$ cat src/wit_sync.sv
// Purpose: shared constants and the pin input synchroniser
// Assumes: one clock, synchronous active-high reset
// Notes: package first, then the two-flop synchroniser
package wit_pkg;
	// avalon byte offsets
	localparam logic [4:0] CTRL_OFS   = 5'h00;
	localparam logic [4:0] CMD_OFS    = 5'h04;
	localparam logic [4:0] STATUS_OFS = 5'h08;
	localparam logic [4:0] MASK_OFS   = 5'h0c;
	localparam logic [4:0] COUNT_OFS  = 5'h10;
	// control field positions
	localparam int CTRL_SRC_BIT  = 0;
	localparam int CTRL_FAST_BIT = 1;
	localparam int CTRL_BUZ_BIT  = 2;
	localparam int CTRL_SEL_LSB  = 3;
	localparam int CTRL_WAKE_BIT = 5;
	localparam int CTRL_W        = 6;
	localparam logic [CTRL_W-1:0] CTRL_RST = 6'h00;
	localparam int CMD_CLR_BIT   = 0;
	localparam int STAT_IVL_BIT  = 0;
	localparam int STAT_W        = 1;
	localparam logic [STAT_W-1:0] STAT_RST = 1'h0;
	// divider chain: input ticks at twice the watch rate
	localparam real MAIN_FREQ_MHZ = 4.19;
	localparam real SUB_FREQ_KHZ  = 32.768;
	localparam real INTERVAL_S    = 0.5;
	localparam real FAST_MS       = 3.91;
	localparam int  FAST_FACTOR   = 128;
	localparam int  PRE_W         = 6;
	localparam logic [PRE_W-1:0] PRE_MAX = 6'h3f;
	localparam int  DIV_W         = 15;
	localparam int  FAST_W        = 8;
	localparam logic [DIV_W-1:0] DIV_RST = 15'h0000;
	// buzzer frequency select codes and tap positions
	localparam logic [1:0] BUZ_2K048  = 2'h0;
	localparam logic [1:0] BUZ_4K096  = 2'h1;
	localparam logic [1:0] BUZ_32K768 = 2'h2;
	localparam int TAP_2K048  = 4;
	localparam int TAP_4K096  = 3;
	localparam int TAP_32K768 = 0;
endpackage

`timescale 1ns/100ps
`default_nettype none
module wit_sync (
	input  wire logic       clk_in,
	input  wire logic       rst_in,
	input  wire logic [1:0] d_in,
	output logic      [1:0] q_out
);
	logic [1:0] meta_r;

	always_ff @(posedge clk_in) begin
		if (rst_in) begin
			meta_r <= 2'h0;
			q_out  <= 2'h0;
		end else begin
			meta_r <= d_in;
			q_out  <= meta_r;
		end
	end
endmodule // wit_sync
`default_nettype wire

$ cat src/wit_top.sv
// Purpose: watch interval timer with buzzer output and avalon registers
// Assumes: main and sub clocks arrive as pins sampled by CLK_IN
// Notes: answer to every bus access comes one cycle after the request
`timescale 1ns/100ps
`default_nettype none
module wit_top (
	input  wire logic        CLK_IN,
	input  wire logic        RST_IN,
	input  wire logic        MAIN_CLK_IN,
	input  wire logic        SUB_CLK_IN,
	input  wire logic [4:0]  AVS_ADDRESS_IN,
	input  wire logic        AVS_READ_IN,
	input  wire logic        AVS_WRITE_IN,
	input  wire logic [31:0] AVS_WRITEDATA_IN,
	input  wire logic [3:0]  AVS_BYTEENABLE_IN,
	output logic      [31:0] AVS_READDATA_OUT,
	output logic             AVS_WAITREQUEST_OUT,
	output logic             IRQ_OUT,
	output logic             WAKE_OUT,
	output logic             BUZZER_OUT,
	output logic             BUZZER_OE_N_OUT
);
	logic [1:0]                     pin_s;
	logic                           main_d_r;
	logic                           sub_d_r;
	logic                           main_rise;
	logic                           sub_edge;
	logic [wit_pkg::PRE_W-1:0]      pre_r;
	logic                           pre_wrap;
	logic                           src_tick;
	logic [wit_pkg::DIV_W-1:0]      div_r;
	logic                           ivl_event;
	logic [wit_pkg::CTRL_W-1:0]     ctrl_r;
	logic [wit_pkg::STAT_W-1:0]     status_r;
	logic [wit_pkg::STAT_W-1:0]     status_nxt;
	logic [wit_pkg::STAT_W-1:0]     mask_r;
	logic                           ack_r;
	logic                           acc_done;
	logic                           clr_cmd;
	logic                           buz_tap;
	logic                           buzzer_r;
	logic                           buz_oe_n_r;
	logic [wit_pkg::DIV_W-1:0]      gap_r;
	logic                           gap_ok_r;

	function automatic logic wr_hit(input logic [4:0] ofs);
		wr_hit = AVS_WRITE_IN && !AVS_WAITREQUEST_OUT &&
			AVS_BYTEENABLE_IN[0] && (AVS_ADDRESS_IN == ofs);
	endfunction

	wit_sync u_sync (
		.clk_in (CLK_IN),
		.rst_in (RST_IN),
		.d_in   ({SUB_CLK_IN, MAIN_CLK_IN}),
		.q_out  (pin_s)
	);

	// edge detection on synchronised clock pins
	always_ff @(posedge CLK_IN) begin
		if (RST_IN) begin
			main_d_r <= 1'b0;
			sub_d_r  <= 1'b0;
		end else begin
			main_d_r <= pin_s[0];
			sub_d_r  <= pin_s[1];
		end
	end

	assign main_rise = pin_s[0] & ~main_d_r;
	assign sub_edge  = pin_s[1] ^ sub_d_r;

	// main clock prescaler down to twice the watch rate
	always_ff @(posedge CLK_IN) begin
		if (RST_IN || clr_cmd) begin
			pre_r <= '0;
		end else if (main_rise) begin
			pre_r <= pre_r + 1'b1;
		end
	end

	assign pre_wrap = main_rise && (pre_r == wit_pkg::PRE_MAX);
	assign src_tick = ctrl_r[wit_pkg::CTRL_SRC_BIT] ? sub_edge : pre_wrap;

	// watch divider
	always_ff @(posedge CLK_IN) begin
		if (RST_IN) begin
			div_r <= wit_pkg::DIV_RST;
		end else if (clr_cmd) begin
			div_r <= wit_pkg::DIV_RST;
		end else if (src_tick) begin
			div_r <= div_r + 1'b1;
		end
	end

	assign ivl_event = src_tick && !clr_cmd &&
		(ctrl_r[wit_pkg::CTRL_FAST_BIT] ?
		(&div_r[wit_pkg::FAST_W-1:0]) : (&div_r));

	// bus handshake: one wait cycle per access
	always_ff @(posedge CLK_IN) begin
		if (RST_IN) begin
			ack_r <= 1'b0;
		end else begin
			ack_r <= (AVS_READ_IN || AVS_WRITE_IN) && !ack_r;
		end
	end

	assign AVS_WAITREQUEST_OUT = (AVS_READ_IN || AVS_WRITE_IN) && !ack_r;
	assign acc_done = ack_r && (AVS_READ_IN || AVS_WRITE_IN);
	assign clr_cmd = wr_hit(wit_pkg::CMD_OFS) &&
		AVS_WRITEDATA_IN[wit_pkg::CMD_CLR_BIT];

	// control register
	always_ff @(posedge CLK_IN) begin
		if (RST_IN) begin
			ctrl_r <= wit_pkg::CTRL_RST;
		end else if (wr_hit(wit_pkg::CTRL_OFS)) begin
			ctrl_r <= AVS_WRITEDATA_IN[wit_pkg::CTRL_W-1:0];
		end
	end

	// sticky status, write one to clear, set wins
	always_comb begin
		status_nxt = status_r;
		if (wr_hit(wit_pkg::STATUS_OFS)) begin
			status_nxt = status_r & ~AVS_WRITEDATA_IN[wit_pkg::STAT_W-1:0];
		end
		if (ivl_event) begin
			status_nxt[wit_pkg::STAT_IVL_BIT] = 1'b1;
		end
	end

	always_ff @(posedge CLK_IN) begin
		if (RST_IN) begin
			status_r <= wit_pkg::STAT_RST;
		end else begin
			status_r <= status_nxt;
		end
	end

	always_ff @(posedge CLK_IN) begin
		if (RST_IN) begin
			mask_r <= wit_pkg::STAT_RST;
		end else if (wr_hit(wit_pkg::MASK_OFS)) begin
			mask_r <= AVS_WRITEDATA_IN[wit_pkg::STAT_W-1:0];
		end
	end

	assign IRQ_OUT  = |(status_r & mask_r);
	assign WAKE_OUT = status_r[wit_pkg::STAT_IVL_BIT] &&
		ctrl_r[wit_pkg::CTRL_WAKE_BIT];

	// read data captured in the wait cycle
	always_ff @(posedge CLK_IN) begin
		if (RST_IN) begin
			AVS_READDATA_OUT <= 32'h0;
		end else if (AVS_READ_IN && !ack_r) begin
			case (AVS_ADDRESS_IN)
				wit_pkg::CTRL_OFS: begin
					AVS_READDATA_OUT <= {26'h0, ctrl_r};
				end
				wit_pkg::STATUS_OFS: begin
					AVS_READDATA_OUT <= {31'h0, status_r};
				end
				wit_pkg::MASK_OFS: begin
					AVS_READDATA_OUT <= {31'h0, mask_r};
				end
				wit_pkg::COUNT_OFS: begin
					AVS_READDATA_OUT <= {17'h0, div_r};
				end
				default: begin
					AVS_READDATA_OUT <= 32'h0;
				end
			endcase
		end
	end

	// buzzer tap selection
	always_comb begin
		case (ctrl_r[wit_pkg::CTRL_SEL_LSB +: 2])
			wit_pkg::BUZ_2K048: begin
				buz_tap = div_r[wit_pkg::TAP_2K048];
			end
			wit_pkg::BUZ_4K096: begin
				buz_tap = div_r[wit_pkg::TAP_4K096];
			end
			wit_pkg::BUZ_32K768: begin
				buz_tap = div_r[wit_pkg::TAP_32K768];
			end
			default: begin
				buz_tap = 1'b0;
			end
		endcase
	end

	always_ff @(posedge CLK_IN) begin
		if (RST_IN) begin
			buzzer_r   <= 1'b0;
			buz_oe_n_r <= 1'b1;
		end else begin
			buzzer_r   <= ctrl_r[wit_pkg::CTRL_BUZ_BIT] & buz_tap;
			buz_oe_n_r <= ~ctrl_r[wit_pkg::CTRL_BUZ_BIT];
		end
	end

	assign BUZZER_OUT      = buzzer_r;
	assign BUZZER_OE_N_OUT = buz_oe_n_r;

	// checker helper: ticks between flag events, valid after clear or event
	always_ff @(posedge CLK_IN) begin
		if (RST_IN || clr_cmd || ivl_event) begin
			gap_r <= '0;
		end else if (src_tick) begin
			gap_r <= gap_r + 1'b1;
		end
	end

	always_ff @(posedge CLK_IN) begin
		if (RST_IN || wr_hit(wit_pkg::CTRL_OFS)) begin
			gap_ok_r <= 1'b0;
		end else if (clr_cmd || ivl_event) begin
			gap_ok_r <= 1'b1;
		end
	end

	// checks
	flag_set_a: assert property (@(posedge CLK_IN) disable iff (RST_IN)
		ivl_event |=> status_r[wit_pkg::STAT_IVL_BIT])
		else $error("interval flag not set after tick");

	flag_hold_a: assert property (@(posedge CLK_IN) disable iff (RST_IN)
		status_r[0] && !wr_hit(wit_pkg::STATUS_OFS) |=> status_r[0])
		else $error("interval flag dropped without clear");

	wake_out_a: assert property (@(posedge CLK_IN) disable iff (RST_IN)
		ivl_event && ctrl_r[wit_pkg::CTRL_WAKE_BIT] &&
		!wr_hit(wit_pkg::CTRL_OFS) |=> WAKE_OUT)
		else $error("wake not raised by interval flag");

	src_select_a: assert property (@(posedge CLK_IN) disable iff (RST_IN)
		$changed(div_r) && !$past(clr_cmd) |->
		$past(ctrl_r[0] ? sub_edge : pre_wrap))
		else $error("divider stepped without selected source");

	fast_feed_a: assert property (@(posedge CLK_IN) disable iff (RST_IN)
		src_tick && !clr_cmd && ctrl_r[wit_pkg::CTRL_FAST_BIT] &&
		(&div_r[wit_pkg::FAST_W-1:0]) |=> status_r[wit_pkg::STAT_IVL_BIT])
		else $error("fast interval did not set flag");

	ivl_gap_a: assert property (@(posedge CLK_IN) disable iff (RST_IN)
		ivl_event && gap_ok_r && !ctrl_r[wit_pkg::CTRL_FAST_BIT] |->
		gap_r == {wit_pkg::DIV_W{1'b1}})
		else $error("normal interval not 32768 ticks");

	fast_gap_a: assert property (@(posedge CLK_IN) disable iff (RST_IN)
		ivl_event && gap_ok_r && ctrl_r[wit_pkg::CTRL_FAST_BIT] |->
		gap_r == {{(wit_pkg::DIV_W-wit_pkg::FAST_W){1'b0}},
		{wit_pkg::FAST_W{1'b1}}})
		else $error("fast interval not 256 ticks");

	buz_follow_a: assert property (@(posedge CLK_IN) disable iff (RST_IN)
		ctrl_r[wit_pkg::CTRL_BUZ_BIT] ##1 ctrl_r[wit_pkg::CTRL_BUZ_BIT]
		|-> BUZZER_OUT == $past(buz_tap) && !BUZZER_OE_N_OUT)
		else $error("buzzer output not following tap");

	div_clear_a: assert property (@(posedge CLK_IN) disable iff (RST_IN)
		clr_cmd |=> div_r == wit_pkg::DIV_RST && pre_r == '0)
		else $error("divider not cleared");

	ctrl_reset_a: assert property (@(posedge CLK_IN)
		RST_IN |=> ctrl_r == wit_pkg::CTRL_RST && !BUZZER_OUT)
		else $error("control not zero after reset");

	bus_wait_a: assert property (@(posedge CLK_IN) disable iff (RST_IN)
		(AVS_READ_IN || AVS_WRITE_IN) && AVS_WAITREQUEST_OUT |=>
		!(AVS_READ_IN || AVS_WRITE_IN) || (acc_done && !AVS_WAITREQUEST_OUT))
		else $error("bus access not answered after one wait");

	read_back_a: assert property (@(posedge CLK_IN) disable iff (RST_IN)
		acc_done && AVS_READ_IN && AVS_ADDRESS_IN == wit_pkg::CTRL_OFS |->
		AVS_READDATA_OUT == {26'h0, $past(ctrl_r)})
		else $error("control read back wrong");

	ivl_seen_c: cover property (@(posedge CLK_IN) disable iff (RST_IN)
		ivl_event ##1 IRQ_OUT);
	fast_seen_c: cover property (@(posedge CLK_IN) disable iff (RST_IN)
		ivl_event && ctrl_r[wit_pkg::CTRL_FAST_BIT]);
	clear_seen_c: cover property (@(posedge CLK_IN) disable iff (RST_IN)
		status_r[0] && wr_hit(wit_pkg::STATUS_OFS) && ivl_event);
	clr_tick_c: cover property (@(posedge CLK_IN) disable iff (RST_IN)
		clr_cmd && src_tick);
	buz_tone_c: cover property (@(posedge CLK_IN) disable iff (RST_IN)
		!BUZZER_OE_N_OUT && BUZZER_OUT);
endmodule // wit_top
`default_nettype wire

$ cat config.mk
export PLATFORM = sky130hd
export DESIGN_NAME = wit_top
export DESIGN_NICKNAME = d
export VERILOG_FILES = /design/src/wit_sync.sv /design/src/wit_top.sv
export SDC_FILE = /design/constraint.sdc
export NUM_CORES = 1
export LEC_CHECK = 0
export BUFFER_PORTS_ARGS = -buffer_cell sky130_fd_sc_hd__buf_4
export CORE_ASPECT_RATIO = 0.8
export CORE_MARGIN = 2
export CORE_UTILIZATION = 30
export DETAILED_ROUTE_END_ITERATION = 16
export SLEW_MARGIN = 20
export SYNTH_ARGS = -nofsm -noshare
export SYNTH_HDL_FRONTEND = slang
export SYNTH_SLANG_ARGS = --single-unit
$ cat constraint.sdc
create_clock -name CLK_IN -period 5.7 [get_ports CLK_IN]
set_input_delay 0.285 -clock CLK_IN [delete_from_list [all_inputs] [get_ports CLK_IN]]
set_output_delay 0.285 -clock CLK_IN [all_outputs]
set_load 0.005 [all_outputs]
======== Yosys cells after proc, flatten, opt, wreduce, memory -nomap -nowiden ========
Index checks and enable logic that the tools add are counted.
Widths: inputs -> output; s select.
operators by class
  equality and inequality tests ........... 7
  muxes and demuxes ....................... 6
  bitwise operators ....................... 8
  reductions and logical operators ........ 24
  add/subtract/negate cells ............... 2
operator list
  kind                   count
  $pmux 15 s4            1
  $add 15x1->15 const B  1
  $reduce_and 15->1      1
  $logic_and 1x1->1      13
  $eq 5x4->1 const B     2
  $reduce_and 8->1       1
  $add 6x1->6 const B    1
  $eq 6x6->1 const B     1
  $eq 5x3->1 const B     1
  $eq 5x5->1 const B     1
  $logic_not 5->1        1
  $and 1x1->1            4
  $mux 1                 4
  $logic_not 1->1        3
  $not 1->1              3
  $pmux 1 s3             1
  $eq 2x1->1 const B     1
  $eq 2x2->1 const B     1
  $logic_not 2->1        1
  $logic_or 1x1->1       2
  $reduce_bool 2->1      1
  $reduce_or 2->1        1
  $xor 1x1->1            1
word-level totals
  output and inout port bits .............. 37
  logic and storage cells ................. 60
  register bits after elaboration ......... 70

======== Longest topological paths before layout ========
  word-level depth ........................ 11
  mapped depth ............................ 7
  depth with buffers taken out ............ 5

======== By module ========
A second synthesis with hierarchy kept.
second synthesis, totals
  cell total of the unflattened synthesis .. 267
  area, all modules ....................... 2442.3 µm²
by module, submodules not included
  module    times used  area an instance (µm²)  cells each  seq. area each (µm²)
  wit_top   1           2337.2                  259         980.9
  wit_sync  1           105.1                   8           80.1

======== Least setup slack after synthesis ========
No wires, ideal clock.
  kind .................................... reg-to-reg
  from .................................... register div_r[0] in the netlist's numbering
  to ...................................... register div_r[12] in the netlist's numbering
  path slack .............................. 3873 ps
  cell stages (with the launch flop) ...... 7
  required time ........................... 5629 ps
  buffers on the path ..................... 1
  arrival ................................. 1757 ps
  path through ............................ dfxtp_1 -> ha_1 -> inv_1 -> or3_1 -> buf_2 -> or4_1 -> a21oi_1
on the way
  longest elaborated chain between the ends .. 1
ends and longest elaborated chain
  element                 RTL line       RTL
  from (decl)             wit_top.sv:31  logic [wit_pkg::DIV_W-1:0] div_r;
  from (signal assigned)  wit_top.sv:87  div_r <= wit_pkg::DIV_RST;
  from (signal assigned)  wit_top.sv:89  div_r <= wit_pkg::DIV_RST;
  from (signal assigned)  wit_top.sv:91  div_r <= div_r + 1'b1;
  $add 15x1->15           wit_top.sv:91
Every way passes these cells.
A chain may end at the register's enable or synchronous reset.

======== Worst setup path after layout ========
  from .................................... register div_r[0] in the netlist's numbering
  to ...................................... register div_r[10] in the netlist's numbering
The elaborated chain is that of the path after synthesis.

==> metrics.txt <==
status complete, no violations; TritonCTS clock tree built; final hold viol count 0; Slew Limit Fails 0; slowest CP cell or3_1; worst slack at placement 3.61 ns; final WL 5.47 mm; # diodes 0; Netlist cell types 42; first-pass iteration count of the detailed router 4; Cell Pwr Density 221 mW/mm²; R2R Path Start div_r[0]$_SDFFE_PP0P_; cell internal pwr 0.474 mW; top cell family by delay on the critical path simple AND/OR/NAND/NOR gates; largest net degree at the start of global routing 30; CP Data Arrival Time 2.31 ns; min Tclk post-route 2.08 ns; Comb pwr share 5.8%; Worst path depth 5; Critical Path Source div_r[0]$_SDFFE_PP0P_; cts hold-fix bufs 0; CP Cell Sequence ha_1 -> inv_1 -> or3_1 -> or4_1 -> a21oi_1; Placed Cells 403; timing endpoint of the critical path div_r[10]$_SDFFE_PP0P_; flop2flop setup slack 3.62 ns; I/O pin total 84; Ys Warns 0; Startpoint Class flop; Synth-to-Final Area Change 15.2%; share of cells above drive strength 1 15.5%; Root Buffer clkbuf_8; gr busiest metal met2; Seq/Total Area, Yosys 44.2%; most common cell in the netlist dfxtp_1; die area 0.00874 mm²; Die Span X 104 µm; IO Port Bufs 37; final net count 351; final non-filler cell total 411; Initial Util 30.6%; Mapped Area 0.00240 mm²; grt ovf 0; post-layout worst setup margin 3.62 ns; initial antenna violation count 0; Max transition margin 39.4%; clock-pin slew on the worst setup and hold paths 0.09 ns; worst skew pair latency 0.31 ns; CP Capture Type flop; final RePlAce weighted congestion 0.804; Worst VDD drop 0.0000962 V; Max-Cap Viols 0; ANT nets after route 0; hpwl dp 3.76 mm; Tightest Pin Transition 0.907 ns; RSZ-0062 raised after global routing false; synth cell count leaders dfxtp_1, a21oi_1, nand2_1, nand3_1; vias per cell 4.79; Worst Path Buf+Inv 1; routed len/inst 13.3 µm; vias in the first global route 1905; Critical Path RT 5.93 ns; Most used DFF post-synth dfxtp_1; Iter 0 DRT Violations 50; synthesized area per cell 8.73 µm²; number of gates resized after CTS 0; Vert. Die Dim 84.0 µm; sequential power share 61.2%; switching power 0.138 mW; CTS Buf Count 5; critical path class flop to flop; Mapped Cells 275; Yosys reg bits 53; Hold Crit Class input pin to flop; setup bufs post-CTS 0; largest stage delay on the critical path 0.52 ns; reg-to-reg endpoint div_r[10]$_SDFFE_PP0P_; fin crit share 36.5%; CP max FO 9; DR vias 1970; switch share 22.5%; met1 usage 17.5%; fmax 0.481 GHz; CTS Sinks 53; top cells by area in the synthesized netlist dfxtp_1, a21oi_1, buf_4; met3 GRT Util 3.20%; GRT met2 Usage 20.8%; clk_skew 0.00792 ns; total core area 0.00784 mm²; first-pass GRT wire length 9.33 mm; setup TNS 0 ns; R2R cell count 5; GRT Util Overall 13.3%; post-synthesis async set-or-reset flop share 0%; clock share of power 33.0%; Post-synth EDFFs 0; # DRC 0; placement row count 29; share of the synthesized area in the top cell type 44.2%; H-tree levels 2; Synth area leader dfxtp_1; maximum clock path buffer count 2; Setup-failing EPs final 0; LEAKAGE 1.02 nW
-- per-stage QoR --
stage               util, %  total power [mW]  hold slack [ns]  instance area [µm²]
CTS                    35.3             0.621            0.182                 2770
global route           35.3             0.643            0.189                 2770
detailed placement     34.3             0.419            0.428                 2690
floorplan                 -             0.410            0.406                 2460
finish                 35.3             0.611            0.189                 2770
global placement       34.3             0.418            0.417                 2690
-- worst reg2reg max path: stages, from the launching register on --
cell and delay [ns]:
dfxtp_1 0.51, ha_1 0.26, inv_1 0.07, or3_1 0.52, or4_1 0.51, a21oi_1 0.14
-- power groups by stage --
| stage | clock (mW) | combinational, mW | sequential [mW] |
|---|---|---|---|
| 2_1_floorplan | 0 | 0.0277 | 0.383 |
| 3_3_place_gp | 0 | 0.0352 | 0.383 |
| 3_5_place_dp | 0 | 0.0355 | 0.383 |
| 4_1_cts | 0.211 | 0.0356 | 0.374 |
| 5_1_grt | 0.228 | 0.0402 | 0.375 |
| 6_report | 0.202 | 0.0355 | 0.374 |
-- layout make-up --
type / count / area, µm²
Multi-Input combinational cell: 202 / 1200
Inverter: 2 / 7.51
Sequential cell: 53 / 1060
Fill cell: 864 / 5070
Tap cell: 108 / 135
Timing Repair Buffer: 38 / 285
Clock buffer: 8 / 80.1
-- cell families (layout without fill, tap and decap cells) --
kind of cell,Yosys count,in the layout,share of synthesized area (%)
adders and majority gates,2,2,1.04
muxes,6,6,2.55
xor gates and xnor gates,7,7,2.55
AOI/OAI and AO/OA,58,58,15.7
buffers and inverters,36,48,8.49
other,1,17,0.156
and+or+nand+nor,112,112,25.3
DFF,53,53,44.2
-- how the worst min path moves through the flow --
stage | from | to | slack, ns | depth (start not counted)
final | MAIN_CLK_IN | u_sync.meta_r[0]$_SDFF_PP0_ | 0.19 | 2
after global placement | u_sync.meta_r[0]$_SDFF_PP0_ | u_sync.q_out[0]$_SDFF_PP0_ | 0.42 | 1
after global routing | MAIN_CLK_IN | u_sync.meta_r[0]$_SDFF_PP0_ | 0.19 | 2
after detailed placement | u_sync.meta_r[0]$_SDFF_PP0_ | u_sync.q_out[0]$_SDFF_PP0_ | 0.43 | 1
after floorplan | ctrl_r[2]$_SDFFE_PP0P_ | BUZZER_OE_N_OUT$_SDFF_PP1_ | 0.41 | 1
after CTS | MAIN_CLK_IN | u_sync.meta_r[0]$_SDFF_PP0_ | 0.18 | 2
-- layer usage --
| metal | wire length (µm) | vias up |
|---|---|---|
| li1 | - | 1008 |
| met1 | 2730 | 901 |
| met2 | 2330 | 51 |
| met3 | 319 | 10 |
| met4 | 95 | 0 |
| met5 | 0 | - |
-- cells in the final DEF, fill, tap and decap left out, types with 2 or more instances in the layout --
cell type / count
conb_1: 17
nor2_1: 17
a22o_1: 10
nor3_1: 2
and3_1: 2
nor2b_1: 9
and2_1: 5
o21ai_0: 4
a32oi_1: 2
xor2_1: 6
clkbuf_1: 3
or3_1: 4
ha_1: 2
a21oi_1: 27
clkbuf_8: 5
buf_4: 38
mux2i_1: 5
or4_1: 9
and4_1: 2
nand4_1: 5
nand2b_1: 4
inv_1: 2
nand2_1: 24
dfxtp_1: 53
and4b_1: 2
o31ai_1: 9
nand3_1: 21
-- state kept, by name, summed over array words and instances (netlist names) --
register,count
BUZZER_OE_N_OUT,1
BUZZER_OUT,1
div_r,15
mask_r,1
u_sync.q_out,2
main_d_r,1
sub_d_r,1
AVS_READDATA_OUT,15
status_r,1
pre_r,6
ctrl_r,6
ack_r,1
u_sync.meta_r,2
Note: power is estimated with default switching activity, not from simulation.
